File: src/include/status_alarm_pkg.sv
// How it works
// - Flag bit 5 shows overall self-test failure, zero when passing.
// - On failure flag bits 15..10 mark each failing axis.
// - Self-test runs about 35 ms; output data marked invalid meanwhile.
// - External stimulus is a static level; gyros both ways, accels positive only.
// - Read-only flash write counter, wraps to zero after 32768 counts.
// - Supply and overrange flags drop as soon as their condition ends.
// - Other flags stick until a flag register read; any read clears all.
// - Persisting conditions set their flags again at the next update cycle.
// - Bits 15..13 accel Z/Y/X, 12..10 gyro Z/Y/X, 9/8 alarm two/one.
// - Bit 4 overrange, bit 3 serial frame failure, bit 2 control update failure.
// - Bit 1 while supply above 5.25 V, bit 0 while below 4.75 V.
// - Two independent alarm channels compare their selected source data.
// - Threshold bit 15 picks greater or less; bits 13..0 hold the level.
// - Sample count bits 7..0 give the number of averaged deltas.
// - Rate mode averages successive sample deltas and compares the magnitude.
// - Alarms use filtered or raw data, static or rate mode, per alarm_control.
// - alarm_control 15..12 and 11..8 pick sources; zero disables the alarm.
// - alarm_control bit 2 drives a pin, bit 1 polarity, bit 0 line choice.
// - Self-test enable bit clears itself when the sequence ends.
// - Pin priority: data-ready first, then alarm, then general-purpose control.
package status_alarm_pkg;
  // ------------------------------------------------------------
  // Register offsets (byte addresses, even byte holds bits 7..0)
  // ------------------------------------------------------------
  localparam logic [6:0]  ADDR_FLASH_CNT = 7'h00;
  localparam logic [6:0]  ADDR_THR1      = 7'h26;
  localparam logic [6:0]  ADDR_THR2      = 7'h28;
  localparam logic [6:0]  ADDR_SMPL1     = 7'h2a;
  localparam logic [6:0]  ADDR_SMPL2     = 7'h2c;
  localparam logic [6:0]  ADDR_ALARM_CONTROL  = 7'h2e;
  localparam logic [6:0]  ADDR_MISC      = 7'h34;
  localparam logic [6:0]  ADDR_FLAGS     = 7'h3c;
  // ------------------------------------------------------------
  // Reset values and writable masks
  // ------------------------------------------------------------
  localparam logic [15:0] THR_RST        = 16'h0000;
  localparam logic [15:0] SMPL_RST       = 16'h0000;
  localparam logic [15:0] ALARM_CONTROL_RST   = 16'h0000;
  localparam logic [15:0] MISC_RST       = 16'h0000;
  localparam logic [15:0] FLAGS_RST      = 16'h0000;
  localparam logic [15:0] THR_WMASK      = 16'hbfff;
  localparam logic [15:0] SMPL_WMASK     = 16'h00ff;
  localparam logic [15:0] ALARM_CONTROL_WMASK = 16'hffd7;
  localparam logic [15:0] MISC_WMASK     = 16'h07c7;
  // ------------------------------------------------------------
  // Field positions
  // ------------------------------------------------------------
  localparam int MISC_ST_BIT   = 10;
  localparam int MISC_NEG_BIT  = 9;
  localparam int MISC_POS_BIT  = 8;
  localparam int PIN_EN_BIT    = 2;
  localparam int PIN_POL_BIT   = 1;
  localparam int PIN_SEL_BIT   = 0;
  localparam int ALM_FILT_BIT  = 4;
  localparam int ALM_ROC1_BIT  = 6;
  localparam int ALM_SRC1_LSB  = 8;
  localparam int THR_DIR_BIT   = 15;
  localparam int FLG_LOW       = 0;
  localparam int FLG_HIGH      = 1;
  localparam int FLG_CTRL      = 2;
  localparam int FLG_SPI       = 3;
  localparam int FLG_OVR       = 4;
  localparam int FLG_ST        = 5;
  localparam int FLG_ALM1      = 8;
  localparam int FLG_AXIS_LSB  = 10;
  // ------------------------------------------------------------
  // Sizes and timing
  // ------------------------------------------------------------
  localparam int NUM_SRC       = 11;
  localparam int FLASH_CNT_W   = 15;
  localparam logic [4:0] FRAME_LAST = 5'h0f;
  localparam logic [4:0] FRAME_BITS = 5'h10;
  localparam int CLK_HZ        = 25_000_000;
  localparam int ST_TIME_US    = 35_000;
  localparam int ST_CYCLES_DEF = ST_TIME_US * (CLK_HZ / 1_000_000);
endpackage

File: src/rtl/alarm_channel.sv
`timescale 1ns/1ps
module alarm_channel #(
  parameter int DW = 14,
  parameter int NW = 8
) (
  input  wire logic          core_clk,
  input  wire logic          sys_rst,
  input  wire logic          tick,
  input  wire logic          enable,
  input  wire logic          rate_of_change,
  input  wire logic [DW-1:0] data,
  input  wire logic [15:0]   thr,
  input  wire logic [NW-1:0] smpl,
  output logic               hit
);
  import status_alarm_pkg::*;

  localparam int SW = DW + 1 + NW;

  typedef struct packed {
    logic [DW-1:0] prev;
    logic          primed;
    logic [SW-1:0] sum;
    logic [NW-1:0] cnt;
    logic          hit;
  } alm_s;

  alm_s s_reg;
  alm_s s_next;

  function automatic logic compare(input logic gt, input logic signed [SW:0] a,
                                   input logic signed [SW:0] b);
    return gt ? (a > b) : (a < b);
  endfunction

  logic [NW-1:0]        nds;
  logic signed [SW-1:0] sum_new;
  logic signed [SW-1:0] mag;

  // ------------------------------------------------------------
  // Static level and averaged rate of change
  // ------------------------------------------------------------
  always_comb begin
    s_next  = s_reg;
    nds     = (smpl == '0) ? NW'(1) : smpl;
    sum_new = $signed(s_reg.sum) + SW'($signed(data) - $signed(s_reg.prev));
    mag     = sum_new[SW-1] ? -sum_new : sum_new;
    if (!enable) begin
      s_next = '0;
    end else if (tick) begin
      if (!rate_of_change) begin
        s_next.hit    = compare(thr[THR_DIR_BIT], (SW+1)'($signed(data)),
                                (SW+1)'($signed(thr[DW-1:0])));
        s_next.primed = 1'b0;
        s_next.sum    = '0;
        s_next.cnt    = '0;
      end else if (!s_reg.primed) begin
        // First sample only seeds the delta chain
        s_next.prev   = data;
        s_next.primed = 1'b1;
      end else begin
        s_next.prev = data;
        if ({1'b0, s_reg.cnt} + (NW+1)'(1) >= {1'b0, nds}) begin
          // Sum compared to level times count, so no divider is needed
          s_next.hit = compare(thr[THR_DIR_BIT], (SW+1)'(mag),
                               (SW+1)'(thr[DW-1:0] * nds));
          s_next.sum = '0;
          s_next.cnt = '0;
        end else begin
          s_next.sum = sum_new;
          s_next.cnt = s_reg.cnt + NW'(1);
        end
      end
    end
  end

  always_ff @(posedge core_clk) begin
    if (sys_rst) begin
      s_reg <= '0;
    end else begin
      s_reg <= s_next;
    end
  end

  assign hit = s_reg.hit;
endmodule

File: src/rtl/inertial_status_alarm_monitor.sv
`timescale 1ns/1ps
module inertial_status_alarm_monitor
  import status_alarm_pkg::*;
#(
  parameter int ST_CYCLES = status_alarm_pkg::ST_CYCLES_DEF,
  parameter int DW        = 14
) (
  input  wire logic                    core_clk,
  input  wire logic                    sys_rst,
  input  wire logic                    spi_sclk,
  input  wire logic                    spi_cs_n,
  input  wire logic                    spi_mosi,
  output logic                         spi_miso,
  input  wire logic                    update_tick,
  input  wire logic [NUM_SRC-1:0][DW-1:0] src_raw,
  input  wire logic [NUM_SRC-1:0][DW-1:0] src_filt,
  input  wire logic                    flash_write,
  input  wire logic [5:0]              st_axis_fail,
  input  wire logic                    supply_high,
  input  wire logic                    supply_low,
  input  wire logic                    sensor_overrange,
  input  wire logic                    ctrl_update_fail,
  input  wire logic [1:0]              gpio_dir,
  input  wire logic [1:0]              gpio_level,
  output logic                         digital_line_one_out,
  output logic                         digital_line_one_oe,
  output logic                         digital_line_two_out,
  output logic                         digital_line_two_oe,
  output logic                         output_valid,
  output logic                         self_test_active,
  output logic                         gyro_stim_pos,
  output logic                         gyro_stim_neg,
  output logic                         accel_stim_pos
);
  import status_alarm_pkg::*;

  localparam int STW = $clog2(ST_CYCLES);

  typedef enum logic [1:0] {
    ST_IDLE = 2'b01,
    ST_RUN  = 2'b10
  } st_e;

  typedef struct packed {
    st_e                    st;
    logic [STW-1:0]         st_cnt;
    logic [5:0]             st_fail;
    logic [15:0]            misc;
    logic [15:0]            actrl;
    logic [1:0][15:0]       thr;
    logic [1:0][15:0]       smpl;
    logic [FLASH_CNT_W-1:0] flash;
    logic [15:0]            flags;
    logic                   sclk_q;
    logic                   cs_q;
    logic [15:0]            rx;
    logic [15:0]            tx;
    logic [4:0]             bits;
    logic                   miso;
    logic                   tick_d;
    logic [1:0]             line_out;
    logic [1:0]             line_oe;
    logic                   valid;
    logic                   stact;
    logic [2:0]             stim;
  } mon_s;

  mon_s s_reg;
  mon_s s_next;

  // ------------------------------------------------------------
  // Helpers
  // ------------------------------------------------------------
  function automatic logic [15:0] put_byte(input logic [15:0] old, input logic hi,
                                           input logic [7:0] d, input logic [15:0] mask);
    logic [15:0] v;
    v = hi ? {d, old[7:0]} : {old[15:8], d};
    return (v & mask) | (old & ~mask);
  endfunction

  function automatic logic [DW-1:0] pick_src(input logic [3:0] code, input logic filt,
                                             input logic [NUM_SRC-1:0][DW-1:0] raw,
                                             input logic [NUM_SRC-1:0][DW-1:0] fil);
    logic [DW-1:0] v;
    v = '0;
    if (code != 4'h0 && 32'(code) <= NUM_SRC) begin
      v = filt ? fil[code - 4'h1] : raw[code - 4'h1];
    end
    return v;
  endfunction

  // ------------------------------------------------------------
  // Alarm channels
  // ------------------------------------------------------------
  logic [1:0] alm_hit;

  genvar g;
  generate
    for (g = 0; g < 2; g++) begin : g_alm
      logic [3:0] code;
      assign code = s_reg.actrl[ALM_SRC1_LSB + 4*g +: 4];
      alarm_channel #(
        .DW (DW),
        .NW (8)
      ) u_alarm (
        .core_clk (core_clk),
        .sys_rst  (sys_rst),
        .tick     (update_tick & s_reg.valid),
        .enable   (code != 4'h0),
        .rate_of_change      (s_reg.actrl[ALM_ROC1_BIT + g]),
        .data     (pick_src(code, s_reg.actrl[ALM_FILT_BIT], src_raw, src_filt)),
        .thr      (s_reg.thr[g]),
        .smpl     (s_reg.smpl[g][7:0]),
        .hit      (alm_hit[g])
      );
    end
  endgenerate

  // ------------------------------------------------------------
  // Serial port, registers, flags, self-test, pins
  // ------------------------------------------------------------
  logic        rise;
  logic        fall;
  logic        frame_done;
  logic        frame_err;
  logic        rd_status;
  logic [15:0] word;
  logic [6:0]  addr_even;
  logic [15:0] rd_word;
  logic        alarm_on;

  always_comb begin
    s_next     = s_reg;
    rise       = spi_sclk & ~s_reg.sclk_q;
    fall       = ~spi_sclk & s_reg.sclk_q;
    frame_done = 1'b0;
    frame_err  = 1'b0;
    rd_status  = 1'b0;
    word       = {s_reg.rx[14:0], spi_mosi};
    addr_even  = {word[14:9], 1'b0};
    s_next.sclk_q = spi_sclk;
    s_next.cs_q   = spi_cs_n;
    s_next.tick_d = update_tick;

    // Frame is sixteen bits, sampled on rising and shifted out on falling edges
    if (spi_cs_n) begin
      if (!s_reg.cs_q && s_reg.bits != FRAME_BITS) begin
        frame_err = 1'b1;
      end
      s_next.bits = 5'h00;
    end else begin
      if (rise) begin
        s_next.rx = word;
        if (s_reg.bits != 5'h1f) begin
          s_next.bits = s_reg.bits + 5'h01;
        end
        frame_done = (s_reg.bits == FRAME_LAST);
      end
      if (fall) begin
        s_next.miso = s_reg.tx[15];
        s_next.tx   = {s_reg.tx[14:0], 1'b0};
      end
    end

    case (addr_even)
      ADDR_FLASH_CNT: rd_word = {1'b0, s_reg.flash};
      ADDR_THR1:      rd_word = s_reg.thr[0];
      ADDR_THR2:      rd_word = s_reg.thr[1];
      ADDR_SMPL1:     rd_word = s_reg.smpl[0];
      ADDR_SMPL2:     rd_word = s_reg.smpl[1];
      ADDR_ALARM_CONTROL:  rd_word = s_reg.actrl;
      ADDR_MISC:      rd_word = s_reg.misc;
      ADDR_FLAGS:     rd_word = s_reg.flags;
      default:        rd_word = 16'h0000;
    endcase

    if (frame_done) begin
      if (word[15]) begin
        case (addr_even)
          ADDR_THR1:     s_next.thr[0]  = put_byte(s_reg.thr[0], word[8], word[7:0], THR_WMASK);
          ADDR_THR2:     s_next.thr[1]  = put_byte(s_reg.thr[1], word[8], word[7:0], THR_WMASK);
          ADDR_SMPL1:    s_next.smpl[0] = put_byte(s_reg.smpl[0], word[8], word[7:0],
                                                   SMPL_WMASK);
          ADDR_SMPL2:    s_next.smpl[1] = put_byte(s_reg.smpl[1], word[8], word[7:0],
                                                   SMPL_WMASK);
          ADDR_ALARM_CONTROL: s_next.actrl   = put_byte(s_reg.actrl, word[8], word[7:0],
                                                   ALARM_CONTROL_WMASK);
          ADDR_MISC:     s_next.misc    = put_byte(s_reg.misc, word[8], word[7:0],
                                                   MISC_WMASK);
          default:       s_next.misc    = s_reg.misc;
        endcase
      end else begin
        // Answer goes out during the next frame
        s_next.tx = rd_word;
        rd_status = (addr_even == ADDR_FLAGS);
      end
    end

    // Flash counter is read-only and wraps by width
    if (flash_write) begin
      s_next.flash = s_reg.flash + FLASH_CNT_W'(1);
    end

    // Self-test sequence
    case (s_reg.st)
      ST_IDLE: begin
        if (s_next.misc[MISC_ST_BIT]) begin
          s_next.st     = ST_RUN;
          s_next.st_cnt = '0;
        end
      end
      ST_RUN: begin
        // A write cannot abort the sequence early
        s_next.misc[MISC_ST_BIT] = 1'b1;
        s_next.st_cnt = s_reg.st_cnt + STW'(1);
        if (s_reg.st_cnt == STW'(ST_CYCLES - 1)) begin
          s_next.st                = ST_IDLE;
          s_next.misc[MISC_ST_BIT] = 1'b0;
          s_next.st_fail           = st_axis_fail;
        end
      end
      default: begin
        s_next.st = ST_IDLE;
      end
    endcase

    // Flags: clear first so that any set in the same cycle wins
    if (rd_status) begin
      s_next.flags = FLAGS_RST;
    end
    if (!supply_high) begin
      s_next.flags[FLG_HIGH] = 1'b0;
    end
    if (!supply_low) begin
      s_next.flags[FLG_LOW] = 1'b0;
    end
    if (!sensor_overrange) begin
      s_next.flags[FLG_OVR] = 1'b0;
    end
    if (frame_err) begin
      s_next.flags[FLG_SPI] = 1'b1;
    end
    if (ctrl_update_fail) begin
      s_next.flags[FLG_CTRL] = 1'b1;
    end
    if (update_tick) begin
      s_next.flags[FLG_HIGH] = s_next.flags[FLG_HIGH] | supply_high;
      s_next.flags[FLG_LOW]  = s_next.flags[FLG_LOW] | supply_low;
      s_next.flags[FLG_OVR]  = s_next.flags[FLG_OVR] | sensor_overrange;
      s_next.flags[15:FLG_AXIS_LSB] = s_next.flags[15:FLG_AXIS_LSB] | s_reg.st_fail;
      s_next.flags[FLG_ST]   = s_next.flags[FLG_ST] | (|s_reg.st_fail);
    end
    if (s_reg.st == ST_RUN && s_next.st == ST_IDLE) begin
      s_next.flags[15:FLG_AXIS_LSB] = s_next.flags[15:FLG_AXIS_LSB] | st_axis_fail;
      s_next.flags[FLG_ST]   = s_next.flags[FLG_ST] | (|st_axis_fail);
    end
    if (s_reg.tick_d) begin
      // Hit is updated in the cycle after the tick
      s_next.flags[FLG_ALM1 +: 2] = s_next.flags[FLG_ALM1 +: 2] | alm_hit;
    end
    s_next.flags[7:6] = 2'b00;

    // Pins: later assignments override earlier ones
    alarm_on = |alm_hit;
    for (int i = 0; i < 2; i++) begin
      s_next.line_oe[i]  = gpio_dir[i];
      s_next.line_out[i] = gpio_dir[i] & gpio_level[i];
      if (s_reg.actrl[PIN_EN_BIT] && s_reg.actrl[PIN_SEL_BIT] == 1'(i)) begin
        s_next.line_oe[i]  = 1'b1;
        s_next.line_out[i] = ~(alarm_on ^ s_reg.actrl[PIN_POL_BIT]);
      end
      if (s_reg.misc[PIN_EN_BIT] && s_reg.misc[PIN_SEL_BIT] == 1'(i)) begin
        s_next.line_oe[i]  = 1'b1;
        s_next.line_out[i] = ~((s_reg.tick_d & s_reg.valid) ^ s_reg.misc[PIN_POL_BIT]);
      end
    end

    s_next.stact = (s_next.st == ST_RUN);
    s_next.valid = (s_next.st != ST_RUN);
    // Accelerometers take only the positive stimulus
    s_next.stim  = {s_next.misc[MISC_POS_BIT], s_next.misc[MISC_NEG_BIT],
                    s_next.misc[MISC_POS_BIT]};
  end

  always_ff @(posedge core_clk) begin
    if (sys_rst) begin
      s_reg          <= '0;
      s_reg.st       <= ST_IDLE;
      s_reg.misc     <= MISC_RST;
      s_reg.actrl    <= ALARM_CONTROL_RST;
      s_reg.thr      <= {THR_RST, THR_RST};
      s_reg.smpl     <= {SMPL_RST, SMPL_RST};
      s_reg.flags    <= FLAGS_RST;
      s_reg.sclk_q   <= 1'b1;
      s_reg.cs_q     <= 1'b1;
      s_reg.valid    <= 1'b1;
    end else begin
      s_reg <= s_next;
    end
  end

  assign spi_miso             = s_reg.miso;
  assign digital_line_one_out = s_reg.line_out[0];
  assign digital_line_one_oe  = s_reg.line_oe[0];
  assign digital_line_two_out = s_reg.line_out[1];
  assign digital_line_two_oe  = s_reg.line_oe[1];
  assign output_valid         = s_reg.valid;
  assign self_test_active     = s_reg.stact;
  assign accel_stim_pos       = s_reg.stim[2];
  assign gyro_stim_neg        = s_reg.stim[1];
  assign gyro_stim_pos        = s_reg.stim[0];
endmodule

File: config.mk
export PLATFORM = sky130hd
export DESIGN_NAME = inertial_status_alarm_monitor
export DESIGN_NICKNAME = d
export VERILOG_FILES = /design/src/include/status_alarm_pkg.sv /design/src/rtl/alarm_channel.sv /design/src/rtl/inertial_status_alarm_monitor.sv
export SDC_FILE = /design/constraint.sdc
export NUM_CORES = 2
export LEC_CHECK = 0
export BUFFER_PORTS_ARGS = -buffer_cell sky130_fd_sc_hd__buf_2
export CORE_MARGIN = 10
export CORE_UTILIZATION = 55
export DETAILED_ROUTE_END_ITERATION = 16
export GPL_ROUTABILITY_DRIVEN = 0
export PLACE_DENSITY = 0.78
export SLEW_MARGIN = 0
export SYNTH_ARGS = -nofsm -noshare
export SYNTH_HDL_FRONTEND = slang
export SYNTH_SLANG_ARGS = --single-unit
File: constraint.sdc
create_clock -name core_clk -period 9.5 [get_ports core_clk]
set_clock_uncertainty 0.05 [all_clocks]
set_input_delay 1.9 -clock core_clk [delete_from_list [all_inputs] [get_ports core_clk]]
set_output_delay 1.9 -clock core_clk [all_outputs]
set_load 0.005 [all_outputs]
==> impl_metrics.csv <==
group,metric,value,unit
status,outcome,"complete, no violations",
worst_setup_path,path_buf_inv,2,
clock_tree,clk_pin_slew,0.07,ns
finish,fillers,4475,
clock_tree,cts_resized,0,
worst_setup_path,startpoint_type,"input pin",
global_route,antenna_found_initial,20,
sta,tightest_slew,1.262,ns
detailed_routing,via_count,28790,
floorplan,start_util,55.90,%
detailed_routing,via_per_inst,6.231,
power,pwr-share-comb,7.6,%
finish,layout-drive-gt1-share,20.47,%
worst_setup_path,required,9.95,ns
worst_setup_path,arrival,9.51,ns
synth,ys_warn_count,0,
clock_tree,clkSinkCount,265,
global_route,grt_pass1_vias,28420,
placed_design,placed_cells,4548,
synth,synth-async-reset-ratio,0,%
detailed_routing,wl_met1,36020,um
detailed_routing,drtIter0Drc,2742,
sta,layout_setup_ws,0.4391,ns
synth,yosysMostFrequentCell,"nor2_1",
power,power_density,77.48,nW/um^2
detailed_routing,drt_wl_total,96790,um
finish,largest_reg_flops,150,
detailed_routing,ant_nets,0,
detailed_routing,wl_per_cell,20.95,um
sta,slew_headroom,15.22,%
global_route,grt_remaining_overflow,0,
detailed_routing,drcViolationCount,0,
synth,syn_avg_cell_area,8.341,sq um
floorplan,num_rows,84,
clock_tree,htree_num_levels,1,
synth,yosysUniqueCellTypes,91,
synth,syn_nets,4299,
sta,max_freq,110.4,MHz
global_route,grt_start_max_net_pins,76,
finish,layout.nets,4642,
synth,synthFlopType,"dfxtp_1",
sta,slew_violations,0,
power,seq_power_share,42.5,%
synth,yosysTopAreaCell,"dfxtp_1",
worst_setup_path,cp_slowest_stage_delay,0.61,ns
worst_setup_path,cp_slowest_cell,"or4b_2",
floorplan,coreArea,52970,sq um
synth,synthesis.area,29610,sq um
worst_setup_path,path_delay_family,"compound AO/OA/AOI/OAI gates",
finish,syn_to_final_growth,14.93,%
sta,setup_violations,0,
power,p_sw,650.9,uW
detailed_routing,wl_met2,45410,um
finish,fin_cells,4621,
sta,hold_slack,0.4052,ns
clock_tree,tritoncts,"yes",
power,vdd_ir_drop_max,0.1151,mV
sta,hold_viol,0,
power,clkPwrFrac,49.9,%
placed_design,place.port_buffers,338,
synth,synth.ff_latch_count,265,
power,swShare,24.68,%
sta,fin_crit_sh,95.38,%
placed_design,dpl_worst_slack,-0.4995,ns
sta,fin_crit,9.061,ns
synth,synth_edf_count,0,
clock_tree,ctsRootBufferMaster,"clkbuf_16",
synth,yosysSeqAreaShare,17.92,%
clock_tree,cts_setup_buffers,0,
worst_hold_path,hold_class,"reg -> reg",
synth,yosysTopAreaCellShare,17.92,%
floorplan,die_area,63520,sq um
synth,synth_cells,3550,
worst_setup_path,endpoint_kind,"flip-flop",
detailed_routing,highest_layer,"met5",
worst_setup_path,worst-setup-path-type,"in -> reg",
run,maxCapViolCount,0,
power,p_leak,14.80,nW
placed_design,dpl.hpwl,76450,um
clock_tree,clk_path_buf_depth,3,
clock_tree,cts_buffers,31,
synth,synthTopCellsByCount,"nor2_1 (440), nand2_1 (395), ha_1 (272)",
worst_setup_path,path_max_fanout,4,
floorplan,die_w,252.0,um
clock_tree,insertion_delay,0.61,ns
floorplan,ios,339,
power,internal_power,1.986,mW
global_route,grt_pass1_wl,152100,um
synth,synthTopCellsByArea,"dfxtp_1 (18%), ha_1 (11%), fa_1 (10%), mux4_2 (9.7%), nor2_1 (5.6%)",
detailed_routing,met3_length,9812,um
clock_tree,ctsHoldBuffers,0,
global_route,grt_use_total,29.56,%
detailed_routing,first_pass_iters,9,
floorplan,die_h,252.0,um
## final cells by class
type	count	area [sq um]	area share, %
clock buffer	40	910.9	2.677
clock inverter	17	222.7	0.6544
timing repair buffer	509	3015	8.861
antenna	16	40.04	0.1177
sequential	265	5314	15.61
tap	688	860.8	2.530
inverter	270	1013	2.978
multi-input combinational	2816	22650	66.57
## worst register-to-register path, delay by kind of cell (launching register included)
| kind | cells | cell delay [ns] |
|---|---|---|
| muxes | 1 | 0.41 |
| xor gates and xnor gates | 2 | 0.35 |
| AOI/OAI and AO/OA | 18 | 3.43 |
| buffers and inverters | 5 | 1.45 |
| and+or+nand+nor | 8 | 1.17 |
| DFF | 1 | 0.45 |
| adders and majority gates | 4 | 1.46 |
## path summary, 6_finish.rpt
path	to	cells after the start	slack (ns)	startpoint
setup / recovery	g_alm[1].u_alarm.hit$_SDFFE_PP0P_	33	0.44	src_filt[57]
hold / removal	g_alm[1].u_alarm.s_reg[46]$_SDFFE_PP0P_	2	0.41	g_alm[1].u_alarm.s_reg[46]$_SDFFE_PP0P_
setup reg to reg	g_alm[0].u_alarm.hit$_SDFFE_PP0P_	38	0.64	g_alm[0].code[1]$_SDFFE_PP0P_
hold reg to reg	g_alm[1].u_alarm.s_reg[46]$_SDFFE_PP0P_	2	0.41	g_alm[1].u_alarm.s_reg[46]$_SDFFE_PP0P_
## cells by family (layout without fill, tap and decap cells)
| logic type | count (synthesis) | in the layout | share of synthesized area, % |
|---|---|---|---|
| multiplexers | 269 | 269 | 14.70 |
| other | 0 | 16 | 0 |
| AO/OA/AOI/OAI | 702 | 702 | 15.79 |
| buffers and inverters | 469 | 836 | 5.992 |
| AND/OR/NAND/NOR | 1253 | 1253 | 18.99 |
| XOR/XNOR | 172 | 172 | 5.113 |
| flip-flops | 265 | 265 | 17.92 |
| adder cells (fa/ha/maj) | 420 | 420 | 21.50 |
## stage by stage
stage	setup TNS, ns	utilization (%)	cell area (sq um)	power (mW)
2_1_floorplan	-0.1335	-	29610	1.230
3_3_place_gp	-0.6063	61.96	32820	1.334
3_5_place_dp	-0.7836	61.96	32820	1.340
4_1_cts	0	64.10	33960	2.641
5_1_grt	-0.05510	64.24	34030	2.698
6_report	0	64.25	34030	2.637
## power groups by stage
stage / combinational, mW / sequential (mW) / clock, mW
after floorplan: 0.0873 / 1.14 / 0
after detailed placement: 0.196 / 1.14 / 0
final: 0.201 / 1.12 / 1.32
after CTS: 0.196 / 1.12 / 1.33
after global routing: 0.216 / 1.12 / 1.36
after global placement: 0.190 / 1.14 / 0
## per-layer routing
layer	vias to the layer above	global-route usage [%]
li1	13300	-
met1	13580	35.67
met2	1575	48.82
met3	330	6.240
met4	10	16.01
met5	-	0
## placed cells by master, fill, tap and decap left out, types with 10 or more instances in the layout
master     count
and3_1        24
o21ai_0       94
xor2_1        84
o21ai_1       13
fa_1         148
mux4_2       128
nand2_1      395
a211oi_1      25
buf_4        169
a311oi_1      14
nand3_1       97
o31ai_1       10
a22oi_1       35
inv_1        267
o21a_1        28
and2_1        24
clkbuf_16     32
nor2b_1       26
a21oi_1      237
a222oi_1      17
a31oi_1       21
xnor2_1       82
or3_1         21
ha_1         270
a221oi_1      49
buf_2        337
a21o_1        49
a21boi_0      10
dfxtp_1      262
nand2b_1      18
or2_2         17
nor3_1        99
nand4_1       32
nor2_1       440
nand3b_1      11
mux2i_1       93
diode_2       16
mux2_2        48
(Power assumes the default switching activity.)
